**src/inc/cam_pkg.sv**
```systemverilog
`default_nettype none
// ============================================================
// Shared constants for the counter array channel block.
package cam_pkg;

  // Number of compare/capture channels sharing the base counter.
  localparam int CAM_CHANNELS = 8;
  // Channels at and above this index have no capture path.
  localparam int CAM_CAPTURE_CHANNELS = 6;
  // Channels below this index answer on the low page only.
  localparam int CAM_LOW_PAGE_ONLY = 2;

  // ============================================================
  // Register addresses on the special-function register bus.
  localparam logic [7:0] CAM_CTRL_ADDR = 8'h00_D8;
  localparam logic [7:0] CAM_MODE_ADDR = 8'h00_DA;
  localparam logic [7:0] CAM_LOW_ADDR = 8'h00_EA;
  localparam logic [7:0] CAM_AUX_ADDR = 8'h00_F2;
  localparam logic [7:0] CAM_HIGH_ADDR = 8'h00_FA;
  // Page that holds channels 0 to 5, and page that holds 6 and 7.
  localparam logic [3:0] CAM_PAGE_LOW = 4'h0;
  localparam logic [3:0] CAM_PAGE_HIGH = 4'h1;

  // ============================================================
  // Reset values.
  localparam logic [7:0] CAM_REG_RESET = 8'h00_00;
  localparam logic [15:0] CAM_CNT_RESET = 16'h0000;

  // ============================================================
  // Channel mode field positions.
  localparam int CAM_MODE_DEAD = 7;
  localparam int CAM_MODE_CMP = 6;
  localparam int CAM_MODE_RISE = 5;
  localparam int CAM_MODE_FALL = 4;
  localparam int CAM_MODE_MATCH = 3;
  localparam int CAM_MODE_TOGGLE = 2;
  localparam int CAM_MODE_PWM = 1;
  localparam int CAM_MODE_IRQ = 0;
  // Writable mode bits of channels 6 and 7 (bit 5 is reserved).
  localparam logic [7:0] CAM_MODE_UPPER_MASK = 8'h00_DF;

  // ============================================================
  // Auxiliary PWM register field positions.
  localparam int CAM_AUX_RES_HI = 7;
  localparam int CAM_AUX_RES_LO = 6;
  localparam int CAM_AUX_FLAG = 3;
  localparam int CAM_AUX_INV = 2;
  localparam int CAM_AUX_EXTH = 1;
  localparam int CAM_AUX_EXTL = 0;
  // Bits kept on a write; reserved bits 5 and 4 read back as zero.
  localparam logic [7:0] CAM_AUX_WRITE_MASK = 8'h00_CF;

  // PWM resolution codes.
  typedef enum logic [1:0] {
    CAM_RES_8 = 2'b00,
    CAM_RES_10 = 2'b01,
    CAM_RES_12 = 2'b10,
    CAM_RES_16 = 2'b11
  } cam_res_e;

endpackage
`default_nettype wire

```
**src/design/cam_pin_sync.sv**
```systemverilog
`timescale 1ns/10ps
`default_nettype none
// ============================================================
// Pin synchroniser with edge detection, one lane per channel.
module cam_pin_sync
  import cam_pkg::*;
(
  // Clock and reset.
  input wire logic clock,
  input wire logic sys_rst,
  // Asynchronous pin levels.
  input wire logic [CAM_CHANNELS-1:0] pinIn,
  // Edge pulses, one cycle wide.
  output logic [CAM_CHANNELS-1:0] riseEdge,
  output logic [CAM_CHANNELS-1:0] fallEdge
);

  genvar i;
  generate
    for (i = 0; i < CAM_CHANNELS; i++) begin : gLane
      // Two flops for the crossing, a third holds the previous level.
      logic meta_q;
      logic sync_q;
      logic prev_q;

      // The first flop feeds only the second, never the edge logic.
      always_ff @(posedge clock) begin
        if (sys_rst) begin
          meta_q <= 1'b0;
          sync_q <= 1'b0;
          prev_q <= 1'b0;
        end else begin
          meta_q <= pinIn[i];
          sync_q <= meta_q;
          prev_q <= sync_q;
        end
      end

      // Edges are judged between the settled and the previous level.
      assign riseEdge[i] = sync_q & ~prev_q;
      assign fallEdge[i] = ~sync_q & prev_q;
    end
  endgenerate

endmodule
`default_nettype wire

```
**src/design/cam_pwm_cmp.sv**
```systemverilog
`timescale 1ns/10ps
`default_nettype none
// ============================================================
// Variable-resolution PWM comparator for one channel.
module cam_pwm_cmp
  import cam_pkg::*;
(
  // Base counter now and one cycle ago.
  input wire logic [15:0] counterNow,
  input wire logic [15:0] counterPrev,
  // Channel settings.
  input wire logic [1:0] resolution,
  input wire logic [7:0] captureHigh,
  input wire logic [7:0] captureLow,
  input wire logic extHigh,
  input wire logic extLow,
  // Results.
  output logic pwmHigh,
  output logic rollover
);

  logic [16:0] mask;
  logic [16:0] cntMasked;
  logic [16:0] dutyValue;

  // The resolution picks how many low counter bits form the period.
  always_comb begin
    unique case (cam_res_e'(resolution))
      CAM_RES_8: mask = 17'h0_00FF;
      CAM_RES_10: mask = 17'h0_03FF;
      CAM_RES_12: mask = 17'h0_0FFF;
      CAM_RES_16: mask = 17'h0_FFFF;
    endcase
  end

  // The extension bit sits just above the masked field, so a set
  // extension with a zero field gives 0% and a clear one 100%.
  always_comb begin
    cntMasked = {1'b0, counterNow} & mask;
    if (cam_res_e'(resolution) == CAM_RES_8) begin
      dutyValue = {8'h00, extLow, captureLow};
    end else begin
      dutyValue = ({1'b0, captureHigh, captureLow} & mask)
        | (extHigh ? (mask + 17'h0_0001) : 17'h0_0000);
    end
  end

  // Low while the counter is below the duty value, high otherwise.
  assign pwmHigh = ~(cntMasked < dutyValue);
  // Rollover is the masked field wrapping from all ones to zero.
  assign rollover = ((({1'b0, counterPrev}) & mask) == mask) && (cntMasked == 17'h0_0000);

endmodule
`default_nettype wire

```
**src/design/cam_channels.sv**
```systemverilog
`timescale 1ns/10ps
`default_nettype none
// ============================================================
// Eight compare/capture channels on one shared base counter.
module cam_channels
  import cam_pkg::*;
(
  // Clock and reset.
  input wire logic clock,
  input wire logic sys_rst,
  // Special-function register bus.
  input wire logic [7:0] sfrAddr,
  input wire logic [3:0] sfrPage,
  input wire logic sfrWrEn,
  input wire logic sfrRdEn,
  input wire logic [7:0] sfrWrData,
  output logic [7:0] sfrRdData,
  // Shared base counter and pair buffer enables, same clock domain.
  input wire logic [15:0] counterValue,
  input wire logic [2:0] pairBufferEnable,
  // Channel pins.
  input wire logic [CAM_CHANNELS-1:0] channelPinIn,
  output logic [CAM_CHANNELS-1:0] channelPinOut,
  output logic [CAM_CHANNELS-1:0] channelPinOe,
  // Status toward the rest of the counter array.
  output logic [2:0] deadTimeActive,
  output logic upperPairBufferEnable,
  output logic interruptRequest
);

  // ============================================================
  // Storage.
  // Mode, capture and auxiliary bytes for every channel.
  logic [7:0] modeReg_q [CAM_CHANNELS];
  logic [7:0] capLow_q [CAM_CHANNELS];
  logic [7:0] capHigh_q [CAM_CHANNELS];
  logic [7:0] auxReg_q [CAM_CHANNELS];
  // Channel flags held in the shared control register.
  logic [CAM_CAPTURE_CHANNELS-1:0] ctrlFlags_q;
  // Counter one cycle ago, for rollover detection.
  logic [15:0] counterPrev_q;
  // Registered outputs.
  logic [7:0] rdData_q;
  logic [CAM_CHANNELS-1:0] pinOut_q;
  logic [CAM_CHANNELS-1:0] pinOe_q;
  logic [2:0] deadTime_q;
  logic upperBuf_q;
  logic irq_q;

  // ============================================================
  // Per-channel wires.
  logic [CAM_CHANNELS-1:0] riseEdge;
  logic [CAM_CHANNELS-1:0] fallEdge;
  logic [CAM_CHANNELS-1:0] wrMode;
  logic [CAM_CHANNELS-1:0] wrLow;
  logic [CAM_CHANNELS-1:0] wrHigh;
  logic [CAM_CHANNELS-1:0] wrAux;
  logic [CAM_CHANNELS-1:0] captureEvt;
  logic [CAM_CHANNELS-1:0] matchEvt;
  logic [CAM_CHANNELS-1:0] allFlags;
  logic [CAM_CHANNELS-1:0] irqEnables;
  logic wrCtrl;

  // Control register writes come from page 0 only.
  assign wrCtrl = sfrWrEn && (sfrAddr == CAM_CTRL_ADDR) && (sfrPage == CAM_PAGE_LOW);

  // ============================================================
  // Pin synchroniser and edge detector.
  cam_pin_sync uSync (
    .clock(clock),
    .sys_rst(sys_rst),
    .pinIn(channelPinIn),
    .riseEdge(riseEdge),
    .fallEdge(fallEdge)
  );

  // Previous counter value, compared against the present one.
  always_ff @(posedge clock) begin
    if (sys_rst) begin
      counterPrev_q <= CAM_CNT_RESET;
    end else begin
      counterPrev_q <= counterValue;
    end
  end

  // ============================================================
  // Channel slices.
  genvar i;
  generate
    for (i = 0; i < CAM_CHANNELS; i++) begin : gChan
      // Local slot on its page, and which pages the slot answers on.
      localparam int SLOT = (i < CAM_CAPTURE_CHANNELS) ? i : i - CAM_CAPTURE_CHANNELS;
      localparam bit HAS_CAPTURE = (i < CAM_CAPTURE_CHANNELS);
      logic pageHit;
      logic compareEqual;
      logic equalPrev_q;
      logic toggle_q;
      logic pwmHigh;
      logic rollover;
      logic pwmMode;
      logic outLevel;
      logic reload8;

      // Channels 0 and 1 sit on page 0 only, 2 to 5 on every page,
      // and 6 and 7 reuse the first two slots on page 1.
      if (i < CAM_LOW_PAGE_ONLY) begin : gPageLow
        assign pageHit = (sfrPage == CAM_PAGE_LOW);
      end else if (HAS_CAPTURE) begin : gPageAll
        assign pageHit = 1'b1;
      end else begin : gPageHigh
        assign pageHit = (sfrPage == CAM_PAGE_HIGH);
      end

      assign wrMode[i] = sfrWrEn && pageHit && (sfrAddr == 8'(CAM_MODE_ADDR + SLOT));
      assign wrLow[i] = sfrWrEn && pageHit && (sfrAddr == 8'(CAM_LOW_ADDR + SLOT));
      assign wrHigh[i] = sfrWrEn && pageHit && (sfrAddr == 8'(CAM_HIGH_ADDR + SLOT));
      assign wrAux[i] = sfrWrEn && pageHit && (sfrAddr == 8'(CAM_AUX_ADDR + SLOT));

      // PWM runs only with both the comparator and modulator enabled.
      assign pwmMode = modeReg_q[i][CAM_MODE_PWM] & modeReg_q[i][CAM_MODE_CMP];
      // In 8-bit PWM the duty bytes reload when the low counter byte wraps.
      assign reload8 = pwmMode && rollover
        && (auxReg_q[i][CAM_AUX_RES_HI:CAM_AUX_RES_LO] == CAM_RES_8);

      // Capture on the enabled edge or edges; channels 6 and 7 have
      // no capture path at all, whatever their bit 4 says.
      if (HAS_CAPTURE) begin : gCap
        assign captureEvt[i] = (modeReg_q[i][CAM_MODE_RISE] & riseEdge[i])
          | (modeReg_q[i][CAM_MODE_FALL] & fallEdge[i]);
      end else begin : gNoCap
        assign captureEvt[i] = 1'b0;
      end

      // The comparator only works while mode bit 6 is set.
      assign compareEqual = modeReg_q[i][CAM_MODE_CMP]
        && (counterValue == {capHigh_q[i], capLow_q[i]});
      // A match is the first cycle of equality, so a stopped counter
      // does not keep re-firing the toggle.
      assign matchEvt[i] = compareEqual & ~equalPrev_q & ~pwmMode;

      // Equality history for match edge detection.
      always_ff @(posedge clock) begin
        if (sys_rst) begin
          equalPrev_q <= 1'b0;
        end else begin
          equalPrev_q <= compareEqual;
        end
      end

      cam_pwm_cmp uPwm (
        .counterNow(counterValue),
        .counterPrev(counterPrev_q),
        .resolution(auxReg_q[i][CAM_AUX_RES_HI:CAM_AUX_RES_LO]),
        .captureHigh(capHigh_q[i]),
        .captureLow(capLow_q[i]),
        .extHigh(auxReg_q[i][CAM_AUX_EXTH]),
        .extLow(auxReg_q[i][CAM_AUX_EXTL]),
        .pwmHigh(pwmHigh),
        .rollover(rollover)
      );

      // Mode register; reserved bit 5 of channels 6 and 7 stays zero.
      always_ff @(posedge clock) begin
        if (sys_rst) begin
          modeReg_q[i] <= CAM_REG_RESET;
        end else if (wrMode[i]) begin
          if (HAS_CAPTURE) begin
            modeReg_q[i] <= sfrWrData;
          end else begin
            modeReg_q[i] <= sfrWrData & CAM_MODE_UPPER_MASK;
          end
        end
      end

      // Low byte: capture wins over a software write in the same
      // cycle so that a timestamp is never lost. In 8-bit PWM the low
      // byte and its extension reload from the high pair on rollover,
      // which lets software change duty without a glitch.
      always_ff @(posedge clock) begin
        if (sys_rst) begin
          capLow_q[i] <= CAM_REG_RESET;
        end else if (captureEvt[i]) begin
          capLow_q[i] <= counterValue[7:0];
        end else if (reload8) begin
          capLow_q[i] <= capHigh_q[i];
        end else if (wrLow[i]) begin
          capLow_q[i] <= sfrWrData;
        end
      end

      // High byte, same priority as the low byte.
      always_ff @(posedge clock) begin
        if (sys_rst) begin
          capHigh_q[i] <= CAM_REG_RESET;
        end else if (captureEvt[i]) begin
          capHigh_q[i] <= counterValue[15:8];
        end else if (wrHigh[i]) begin
          capHigh_q[i] <= sfrWrData;
        end
      end

      // Auxiliary register. Reserved bits are dropped on a write. The
      // match flag of channels 6 and 7 lives in bit 3; a hardware match
      // in the cycle of a clearing write still sets it.
      always_ff @(posedge clock) begin
        if (sys_rst) begin
          auxReg_q[i] <= CAM_REG_RESET;
        end else begin
          if (wrAux[i]) begin
            auxReg_q[i] <= sfrWrData & CAM_AUX_WRITE_MASK;
          end
          if (reload8) begin
            auxReg_q[i][CAM_AUX_EXTL] <= auxReg_q[i][CAM_AUX_EXTH];
          end
          if (HAS_CAPTURE) begin
            auxReg_q[i][CAM_AUX_FLAG] <= 1'b0;
          end else if (matchEvt[i] && modeReg_q[i][CAM_MODE_MATCH]) begin
            auxReg_q[i][CAM_AUX_FLAG] <= 1'b1;
          end
        end
      end

      // Toggle state flips on each match while toggle control is on.
      always_ff @(posedge clock) begin
        if (sys_rst) begin
          toggle_q <= 1'b0;
        end else if (matchEvt[i] && modeReg_q[i][CAM_MODE_TOGGLE]) begin
          toggle_q <= ~toggle_q;
        end
      end

      // Compare output before the pin, inverted by auxiliary bit 2.
      assign outLevel = (pwmMode ? pwmHigh : toggle_q) ^ auxReg_q[i][CAM_AUX_INV];

      // The pin is driven only in PWM or toggle output modes; it is an
      // input otherwise so that capture can watch an outside signal.
      always_ff @(posedge clock) begin
        if (sys_rst) begin
          pinOut_q[i] <= 1'b0;
          pinOe_q[i] <= 1'b0;
        end else begin
          pinOut_q[i] <= outLevel;
          pinOe_q[i] <= pwmMode
            | (modeReg_q[i][CAM_MODE_TOGGLE] & modeReg_q[i][CAM_MODE_CMP]);
        end
      end

      assign irqEnables[i] = modeReg_q[i][CAM_MODE_IRQ];
      if (HAS_CAPTURE) begin : gFlagLow
        assign allFlags[i] = ctrlFlags_q[i];
      end else begin : gFlagHigh
        assign allFlags[i] = auxReg_q[i][CAM_AUX_FLAG];
      end
    end

    // Shared control register flags for channels 0 to 5. A write
    // loads the bit, but a capture or match in the same cycle wins.
    for (i = 0; i < CAM_CAPTURE_CHANNELS; i++) begin : gFlag
      always_ff @(posedge clock) begin
        if (sys_rst) begin
          ctrlFlags_q[i] <= 1'b0;
        end else if (captureEvt[i] || (matchEvt[i] && modeReg_q[i][CAM_MODE_MATCH])) begin
          ctrlFlags_q[i] <= 1'b1;
        end else if (wrCtrl) begin
          ctrlFlags_q[i] <= sfrWrData[i];
        end
      end
    end

    // Dead time applies only to even channels of a buffered pair.
    for (i = 0; i < 3; i++) begin : gDead
      always_ff @(posedge clock) begin
        if (sys_rst) begin
          deadTime_q[i] <= 1'b0;
        end else begin
          deadTime_q[i] <= modeReg_q[2*i][CAM_MODE_DEAD] & pairBufferEnable[i]
            & modeReg_q[2*i][CAM_MODE_PWM];
        end
      end
    end
  endgenerate

  // ============================================================
  // Interrupt request and pair buffer status.
  // A flag raises the request only while its enable bit is set.
  always_ff @(posedge clock) begin
    if (sys_rst) begin
      irq_q <= 1'b0;
      upperBuf_q <= 1'b0;
    end else begin
      irq_q <= |(allFlags & irqEnables);
      upperBuf_q <= modeReg_q[CAM_CAPTURE_CHANNELS][CAM_MODE_DEAD];
    end
  end

  // ============================================================
  // Read path.
  // Read data is captured on the read strobe and held until the
  // next one; unmapped addresses read as zero.
  always_ff @(posedge clock) begin
    if (sys_rst) begin
      rdData_q <= CAM_REG_RESET;
    end else if (sfrRdEn) begin
      rdData_q <= CAM_REG_RESET;
      if (sfrAddr == CAM_CTRL_ADDR && sfrPage == CAM_PAGE_LOW) begin
        rdData_q <= {2'b00, ctrlFlags_q};
      end
      for (int c = 0; c < CAM_CHANNELS; c++) begin
        if (((c < CAM_LOW_PAGE_ONLY) && sfrPage == CAM_PAGE_LOW)
            || ((c >= CAM_LOW_PAGE_ONLY) && (c < CAM_CAPTURE_CHANNELS))
            || ((c >= CAM_CAPTURE_CHANNELS) && sfrPage == CAM_PAGE_HIGH)) begin
          if (sfrAddr == 8'(CAM_MODE_ADDR + ((c < CAM_CAPTURE_CHANNELS) ? c : c - 6))) begin
            rdData_q <= modeReg_q[c];
          end
          if (sfrAddr == 8'(CAM_LOW_ADDR + ((c < CAM_CAPTURE_CHANNELS) ? c : c - 6))) begin
            rdData_q <= capLow_q[c];
          end
          if (sfrAddr == 8'(CAM_HIGH_ADDR + ((c < CAM_CAPTURE_CHANNELS) ? c : c - 6))) begin
            rdData_q <= capHigh_q[c];
          end
          if (sfrAddr == 8'(CAM_AUX_ADDR + ((c < CAM_CAPTURE_CHANNELS) ? c : c - 6))) begin
            rdData_q <= auxReg_q[c];
          end
        end
      end
    end
  end

  // ============================================================
  // Outputs, all straight from flops.
  assign sfrRdData = rdData_q;
  assign channelPinOut = pinOut_q;
  assign channelPinOe = pinOe_q;
  assign deadTimeActive = deadTime_q;
  assign upperPairBufferEnable = upperBuf_q;
  assign interruptRequest = irq_q;

endmodule
`default_nettype wire

```
**config.mk**
```make
export PLATFORM = sky130hd
export DESIGN_NAME = cam_channels
export DESIGN_NICKNAME = d
export VERILOG_FILES = /design/src/inc/cam_pkg.sv /design/src/design/cam_pin_sync.sv /design/src/design/cam_pwm_cmp.sv /design/src/design/cam_channels.sv
export SDC_FILE = /design/constraint.sdc
export NUM_CORES = 1
export LEC_CHECK = 0
export BUFFER_PORTS_ARGS = -buffer_cell sky130_fd_sc_hd__buf_2
export CELL_PAD_IN_SITES_DETAIL_PLACEMENT = 1
export CELL_PAD_IN_SITES_GLOBAL_PLACEMENT = 1
export CORE_UTILIZATION = 49
export DETAILED_ROUTE_END_ITERATION = 12
export PLACE_DENSITY_LB_ADDON = 0.1
export SYNTH_ARGS = -nofsm -noshare
export SYNTH_HDL_FRONTEND = slang
export SYNTH_SLANG_ARGS = --single-unit
```
**constraint.sdc**
```tcl
create_clock -name clock -period 3.02 [get_ports clock]
set_clock_uncertainty 0.2 [all_clocks]
set_input_delay 0 -clock clock [delete_from_list [all_inputs] [get_ports clock]]
set_output_delay 0 -clock clock [all_outputs]
set_load 0.01 [all_outputs]
```
==> metrics.txt, run 1 <==
outcome finished clean; Non-Filler Instances 3,024; share of layout cells above drive strength 1 15.5%; CTS tree built; Hold WS 12.7 ps; Synth Area per Inst 9.22 µm²; GRT overflow 0; clock share of power 41.9%; via count 21,100; Async S/R FF share, synth 0%; Max Slew Vio Count 0; Seq pwr share 43.5%; FMAX 347 MHz; Hold Crit Class in2reg; DP HPWL 71,600 µm; final instance area 0.0245 mm²; first-pass GRT wire length 143,000 µm; Die ar. 0.0431 mm²; final wirelength 99,900 µm; core area 0.0413 mm²; 1st-iter DRT viols 2,741; vias per cell 6.98; clock latency on the worst-skew pair 570 ps; pre-CTS setup slack 80.8 ps; Tightest Pin Transition 1050 ps; IO Pins 80; initial core utilization 50.2%; Die Wd 208 µm; CTS Root Cell clkbuf_16; Worst setup EP type flip-flop; EDFF count, synth 238; # setup viols final 0; Netlist cell types 86; Site Rows 74; CTS Sinks 315; largest net degree at the start of global routing 43; Pwr Density 486 mW/mm²; # DRC 0; post-synthesis sequential area ratio 41.9%; clock slew at reported path FFs 60 ps; Most used DFF post-synth edfxtp_1; placed cell area 0.0228 mm²; Comb pwr share 14.6%; Synth Instances 2,247; Max Cap Violations 0; Final Cycle Share 95.5%; sw frac 29.0%; worst IR drop on VDD 0.469 mV; final cell utilization of the core 59.3%; Worst Path Required 3260 ps; routed len/inst 33.0 µm; Psw 3450 µW; relative slew slack 30.0%; setup ws final 136 ps; Hold Violations, Final 0; worst-path fanout max 9; Num CTS Buffers 39; gp weighted congestion 1.05; Tmin final 2880 ps; YS warnings 0; ANT nets after route 0; crit path kind reg2reg; Nets 2,639; Clock Tree Buf Depth 3; H-tree depth 2; Startpoint Class flip-flop; chip height 208 µm; Cells after DPL 2,915; arrival time at the worst endpoint 3130 ps; Worst R2R Setup Slack 140 ps; Int Power 8450 µW; port bufs 77; Total GRT Usage 45.7%; Pleak 0.00975 µW; Pre-antenna DRT Iters 6; flops & latches, synth 315; antenna violations before repair 7; Synth Cell Area 0.0207 mm²; Area Growth Syn to Fin 18.1%; vias in the first global route 20,900
cells in the mapped netlist (all sizes together), types with 20 or more instances:
master    n  area share (%)
a211oi   22            0.82
a21o     24            0.87
a21oi   107             2.6
a22o     41             1.7
a22oi    56             2.0
and2    101             3.0
and3     63             1.9
buf      28            0.75
clkbuf  117             2.1
dfxtp    77             7.4
edfxtp  238              34
ha      128             7.7
inv      80             1.4
nand2   241             4.4
nand2b   41             1.2
nand3    40            0.97
nand4    51             1.5
nor2    171             3.1
nor2b    50             1.5
nor3     46             1.2
nor3b    23            0.88
nor4     30             1.0
o211ai   20            0.72
o21ai   112             2.7
o22ai    56             1.7
xnor2    64             2.7
sequential cells by signal, indices dropped and copies added (netlist names), 8 cells and up:
name,cells
gChan.equalPrev_q,8
counterPrev_q,8
channelPinOe,8
capLow_q,64
sfrRdData,8
gChan.toggle_q,8
modeReg_q,62
channelPinOut,8
auxReg_q,48
capHigh_q,64
per-stage QoR:
stage	setup TNS [ps]	power [µW]
after detailed placement	0	6860
after floorplan	0	6020
after global routing	-1.57	12100
final	0	11900
after global placement	0	6790
after CTS	0	11800
repair_timing:
item / in CTS / in global routing
hold buffers: 30 / 0
gates resized for setup: 0 / 11
hold endpoints to repair: 71 / 0
buffers inserted: 0 / 6
endpoints found under the setup margin: 0 / 14
area by class of cell:
cell class | count | area, µm²
sequential | 315 | 8690
fill | 4703 | 16800
timing repair buffer | 307 | 2280
clock inverter | 20 | 215
clock buffer | 51 | 1110
multi-input combinational | 1717 | 11200
tap | 532 | 666
antenna | 2 | 5.00
inverter | 80 | 300
worst max-delay path: stages, from the launching register on:
cell and delay (ps):
edfxtp_1 540, mux2_2 290, nand2_1 50, ha_1 200
or4_1 560, a211oi_1 240, a2111oi_0 100, a221oi_1 330
xor2_1 180, nor2_1 60
path summary, 6_finish.rpt:
| path | to | depth (start not counted) | from |
|---|---|---|---|
| max | channelPinOut[4] | 9 | auxReg_q[1][4] |
| min | uSync.gLane[5].meta_q | 3 | channelPinIn[5] |
| max reg2reg | channelPinOut[4] | 9 | auxReg_q[1][4] |
| min reg2reg | uSync.gLane[0].sync_q | 1 | uSync.gLane[0].meta_q |
cells by family after synthesis:
| logic type | count (synthesis) | synth area share, % |
|---|---|---|
| xor gates and xnor gates | 78 | 3.30 |
| muxes | 26 | 1.33 |
| and+or+nand+nor | 912 | 23.1 |
| DFF | 315 | 41.9 |
| AOI/OAI and AO/OA | 561 | 18.2 |
| buffers and inverters | 225 | 4.33 |
| adders and majority gates | 128 | 7.73 |
| other | 2 | 0.0362 |
routing by layer:
metal | up-vias | track usage (%) | part of all wire [%]
li1 | 8775 | - | -
met1 | 10400 | 60.1 | 38
met2 | 1573 | 70.3 | 43
met3 | 337 | 10.6 | 13
met4 | 2 | 23.8 | 5.6
met5 | - | 0 | 0.017
power by group through the flow:
stage          registers [µW]  logic (µW)  clock network (µW)
6_report                 5180        1740                4980
5_1_grt                  5180        1830                5080
4_1_cts                  5160        1650                4960
3_5_place_dp             5250        1610                   0
3_3_place_gp             5240        1540                   0
2_1_floorplan            5090         926                   0
layout by cell type, fill, tap and decap left out, drive strengths merged, types with 51 or more instances in the layout:
| cell type | synthesis | final |
|---|---|---|
| nor2 | 171 | 171 |
| a21oi | 107 | 107 |
| xnor2 | 64 | 64 |
| and3 | 63 | 63 |
| o22ai | 56 | 56 |
| inv | 80 | 82 |
| a22oi | 56 | 56 |
| buf | 28 | 277 |
| clkbuf | 117 | 51 |
| nand4 | 51 | 51 |
| ha | 128 | 128 |
| and2 | 101 | 101 |
| o21ai | 112 | 112 |
| dfxtp | 77 | 77 |
| edfxtp | 238 | 238 |
| nand2 | 241 | 241 |
No activity file was read; power rests on OpenSTA's default activity.
==> inputs of run 2 (changes only) <==
CORE_UTILIZATION = 46   (was 49)
CTS_BUF_LIST = sky130_fd_sc_hd__clkbuf_2   (was not set)
CTS_CLUSTER_DIAMETER = 120   (was not set)
clock period = 2.4 ns   (was 3.02 ns; I/O delays follow)
==> metrics.txt, run 2 (same netlist as run 1, synthesis figures left out) <==
outcome finished, violations left; failing checks hold timing, setup timing; 1st-iter DRT viols 3,427 (+25%); CP max-delay cell or4b_4; largest net degree at the start of global routing 51 (+19%); Total GRT Usage 49.1% (+3.4 points); crit-path leading delay family simple AND/OR/NAND/NOR gates; GRT overflow 0 (unchanged); vias per cell 6.79 (-2.7%); Pleak 0.0121 µW (+25%); Hold WS -254 ps (-267 ps); Final Cycle Share 116% (+20 points); Clock Tree Buf Depth 3 (unchanged); Max stage delay on crit path 620 ps (+60 ps); arrival time at the worst endpoint 3440 ps (+310 ps); setup ws final -382 ps (-518 ps); R2R Path End capLow_q[1][10]; Worst Hold Path Cells 7 (+4); worst-path fanout max 8 (-1); port bufs 77 (unchanged); via count 24,600 (+16%); # DRC 0 (unchanged); vias in the first global route 24,800 (+19%); Pre-antenna DRT Iters 5 (-1); Hold Crit Class in2reg; gp weighted congestion 1.09 (+4.1%); Comb pwr share 22.2% (+7.6 points); Tightest Pin Transition 1250 ps (+196 ps); clock share of power 33.4% (-8.5 points); fillers 4,954 (+5.3%); clock slew at reported path FFs 150 ps (+90 ps); R2R cell count 5 (-4); Die ar. 0.0459 mm² (+6.5%); antenna violations before repair 12 (+5); crit path kind reg2reg; Worst setup EP type flip-flop; routed len/inst 33.6 µm (+1.8%); Tot Pwr 14,500 µW (+22%); Int Power 9400 µW (+11%); Psw 5090 µW (+48%); Num CTS Buffers 88 (+130%); Tmin final 2780 ps (-102 ps); Worst R2R Setup Slack -380 ps (-520 ps); first-pass GRT wire length 164,000 µm (+15%); DP HPWL 80,200 µm (+12%); worst IR drop on VDD 0.406 mV (-13%); Die Wd 214 µm (+3.2%); Site Rows 77 (+4.1%); Max Slew Vio Count 0 (unchanged); hold path endpoint allFlags[4]; chip height 214 µm (+3.2%); hold path start sfrAddr[0]; Seq pwr share 44.3% (+0.8 points); CTS tree built; final wirelength 122,000 µm (+22%); relative slew slack 16.6% (-13 points); initial core utilization 46.8% (-3.4 points); clock latency on the worst-skew pair 1280 ps (+710 ps); core area 0.0443 mm² (+7.3%); reg-to-reg startpoint counterPrev_q[7]; most frequent cells in the layout buf_4, edfxtp_1, nand2_1; H-tree depth 3 (+1); IO Pins 80 (unchanged); Area Growth Syn to Fin 40.4%; sw frac 35.1% (+6.2 points); Nets 3,126 (+18%); Worst Path Required 3060 ps (-200 ps); top flop regs capHigh_q: 64 flops, capLow_q: 64 flops, modeReg_q: 62 flops; Startpoint Class flip-flop; CTS Root Cell clkbuf_2; cells along the critical path nor4b_4, and3_4, nand4_1, and4_4, or4b_4; Pwr Density 498 mW/mm² (+2.4%); Hold Violations, Final 4 (+4); Max Cap Violations 0 (unchanged); share of layout cells above drive strength 1 32.1% (+17 points); ANT nets after route 0 (unchanged); FMAX 359 MHz (+3.7%); # setup viols final 152 (+152); RSZ-0062 raised after global routing yes; pre-CTS setup slack -644 ps (-725 ps); CTS Sinks 315 (unchanged); crit path buf inv count 0 (unchanged); commonest non-fill, non-tap cell in the layout buf_4
run 2: power groups by stage:
stage | combinational (µW) | sequential, µW | clock [µW]
after floorplan | 1240 | 6410 | 0
after global placement | 2390 | 6510 | 0
after detailed placement | 2490 | 6520 | 0
after CTS | 2780 | 6390 | 4620
after global routing | 3290 | 6430 | 5030
final | 3220 | 6430 | 4840
run 2: metal layers:
layer  vias to the layer above  GRT usage [%]  wire, µm
met4                         2           37.8     12300
met2                      2078           75.3     52200
met1                     11900           58.9     41900
li1                       9810              -         -
met3                       771           12.8     15400
met5                         -              0        20
run 2: worst max-delay path by stage:
stage | from | endpoint | slack, ps | cells after the start
CTS | auxReg_q[1][4] | channelPinOut[4] | -210 | 10
floorplan | auxReg_q[1][11] | channelPinOut[5] | -90 | 10
detailed placement | sfrAddr[1] | sfrRdData[4] | -640 | 10
finish | counterPrev_q[7] | capLow_q[1][10] | -380 | 5
global route | auxReg_q[1][4] | channelPinOut[4] | -410 | 12
global placement | sfrAddr[1] | sfrRdData[4] | -600 | 10
run 2: area by class of cell:
| class | instances | area (µm²) | area share (%) |
|---|---|---|---|
| Multi-Input combinational cell | 1717 | 12400 | 42.5 |
| Tap cell | 592 | 741 | 2.55 |
| Clock buffer | 127 | 636 | 2.18 |
| Sequential cell | 315 | 8690 | 29.9 |
| Antenna cell | 9 | 22.5 | 0.0774 |
| Clock inverter | 37 | 277 | 0.950 |
| Inverter | 80 | 300 | 1.03 |
| Timing Repair Buffer | 745 | 6070 | 20.9 |
run 2: what timing repair did:
item / CTS / global route
resized for setup: 82 / 194
setup buffers: 25 / 37
pin swaps: 45 / 90
hold endpoints to repair: 533 / 107
hold buffers: 131 / 12
cloned: 0 / 1
setup endpoints to repair: 88 / 197
run 2: through the flow:
stage	utilization (%)	instance area [µm²]	TNS, ps	instances
5_1_grt	65.6	29100	-35220	3616
2_1_floorplan	-	21100	-237	2257
4_1_cts	63.2	28000	-4360	3572
3_3_place_gp	57.0	25300	-12620	3255
6_report	65.7	29100	-27020	3622
3_5_place_dp	57.0	25300	-16820	3255
run 2: tightest hold or removal path, cell delays in order:
cell and delay (ps):
buf_2 160, or4b_4 170, dlymetal6s4s_1 280, or3_4 210
mux2_2 170, a211oi_1 50, nor2_1 70
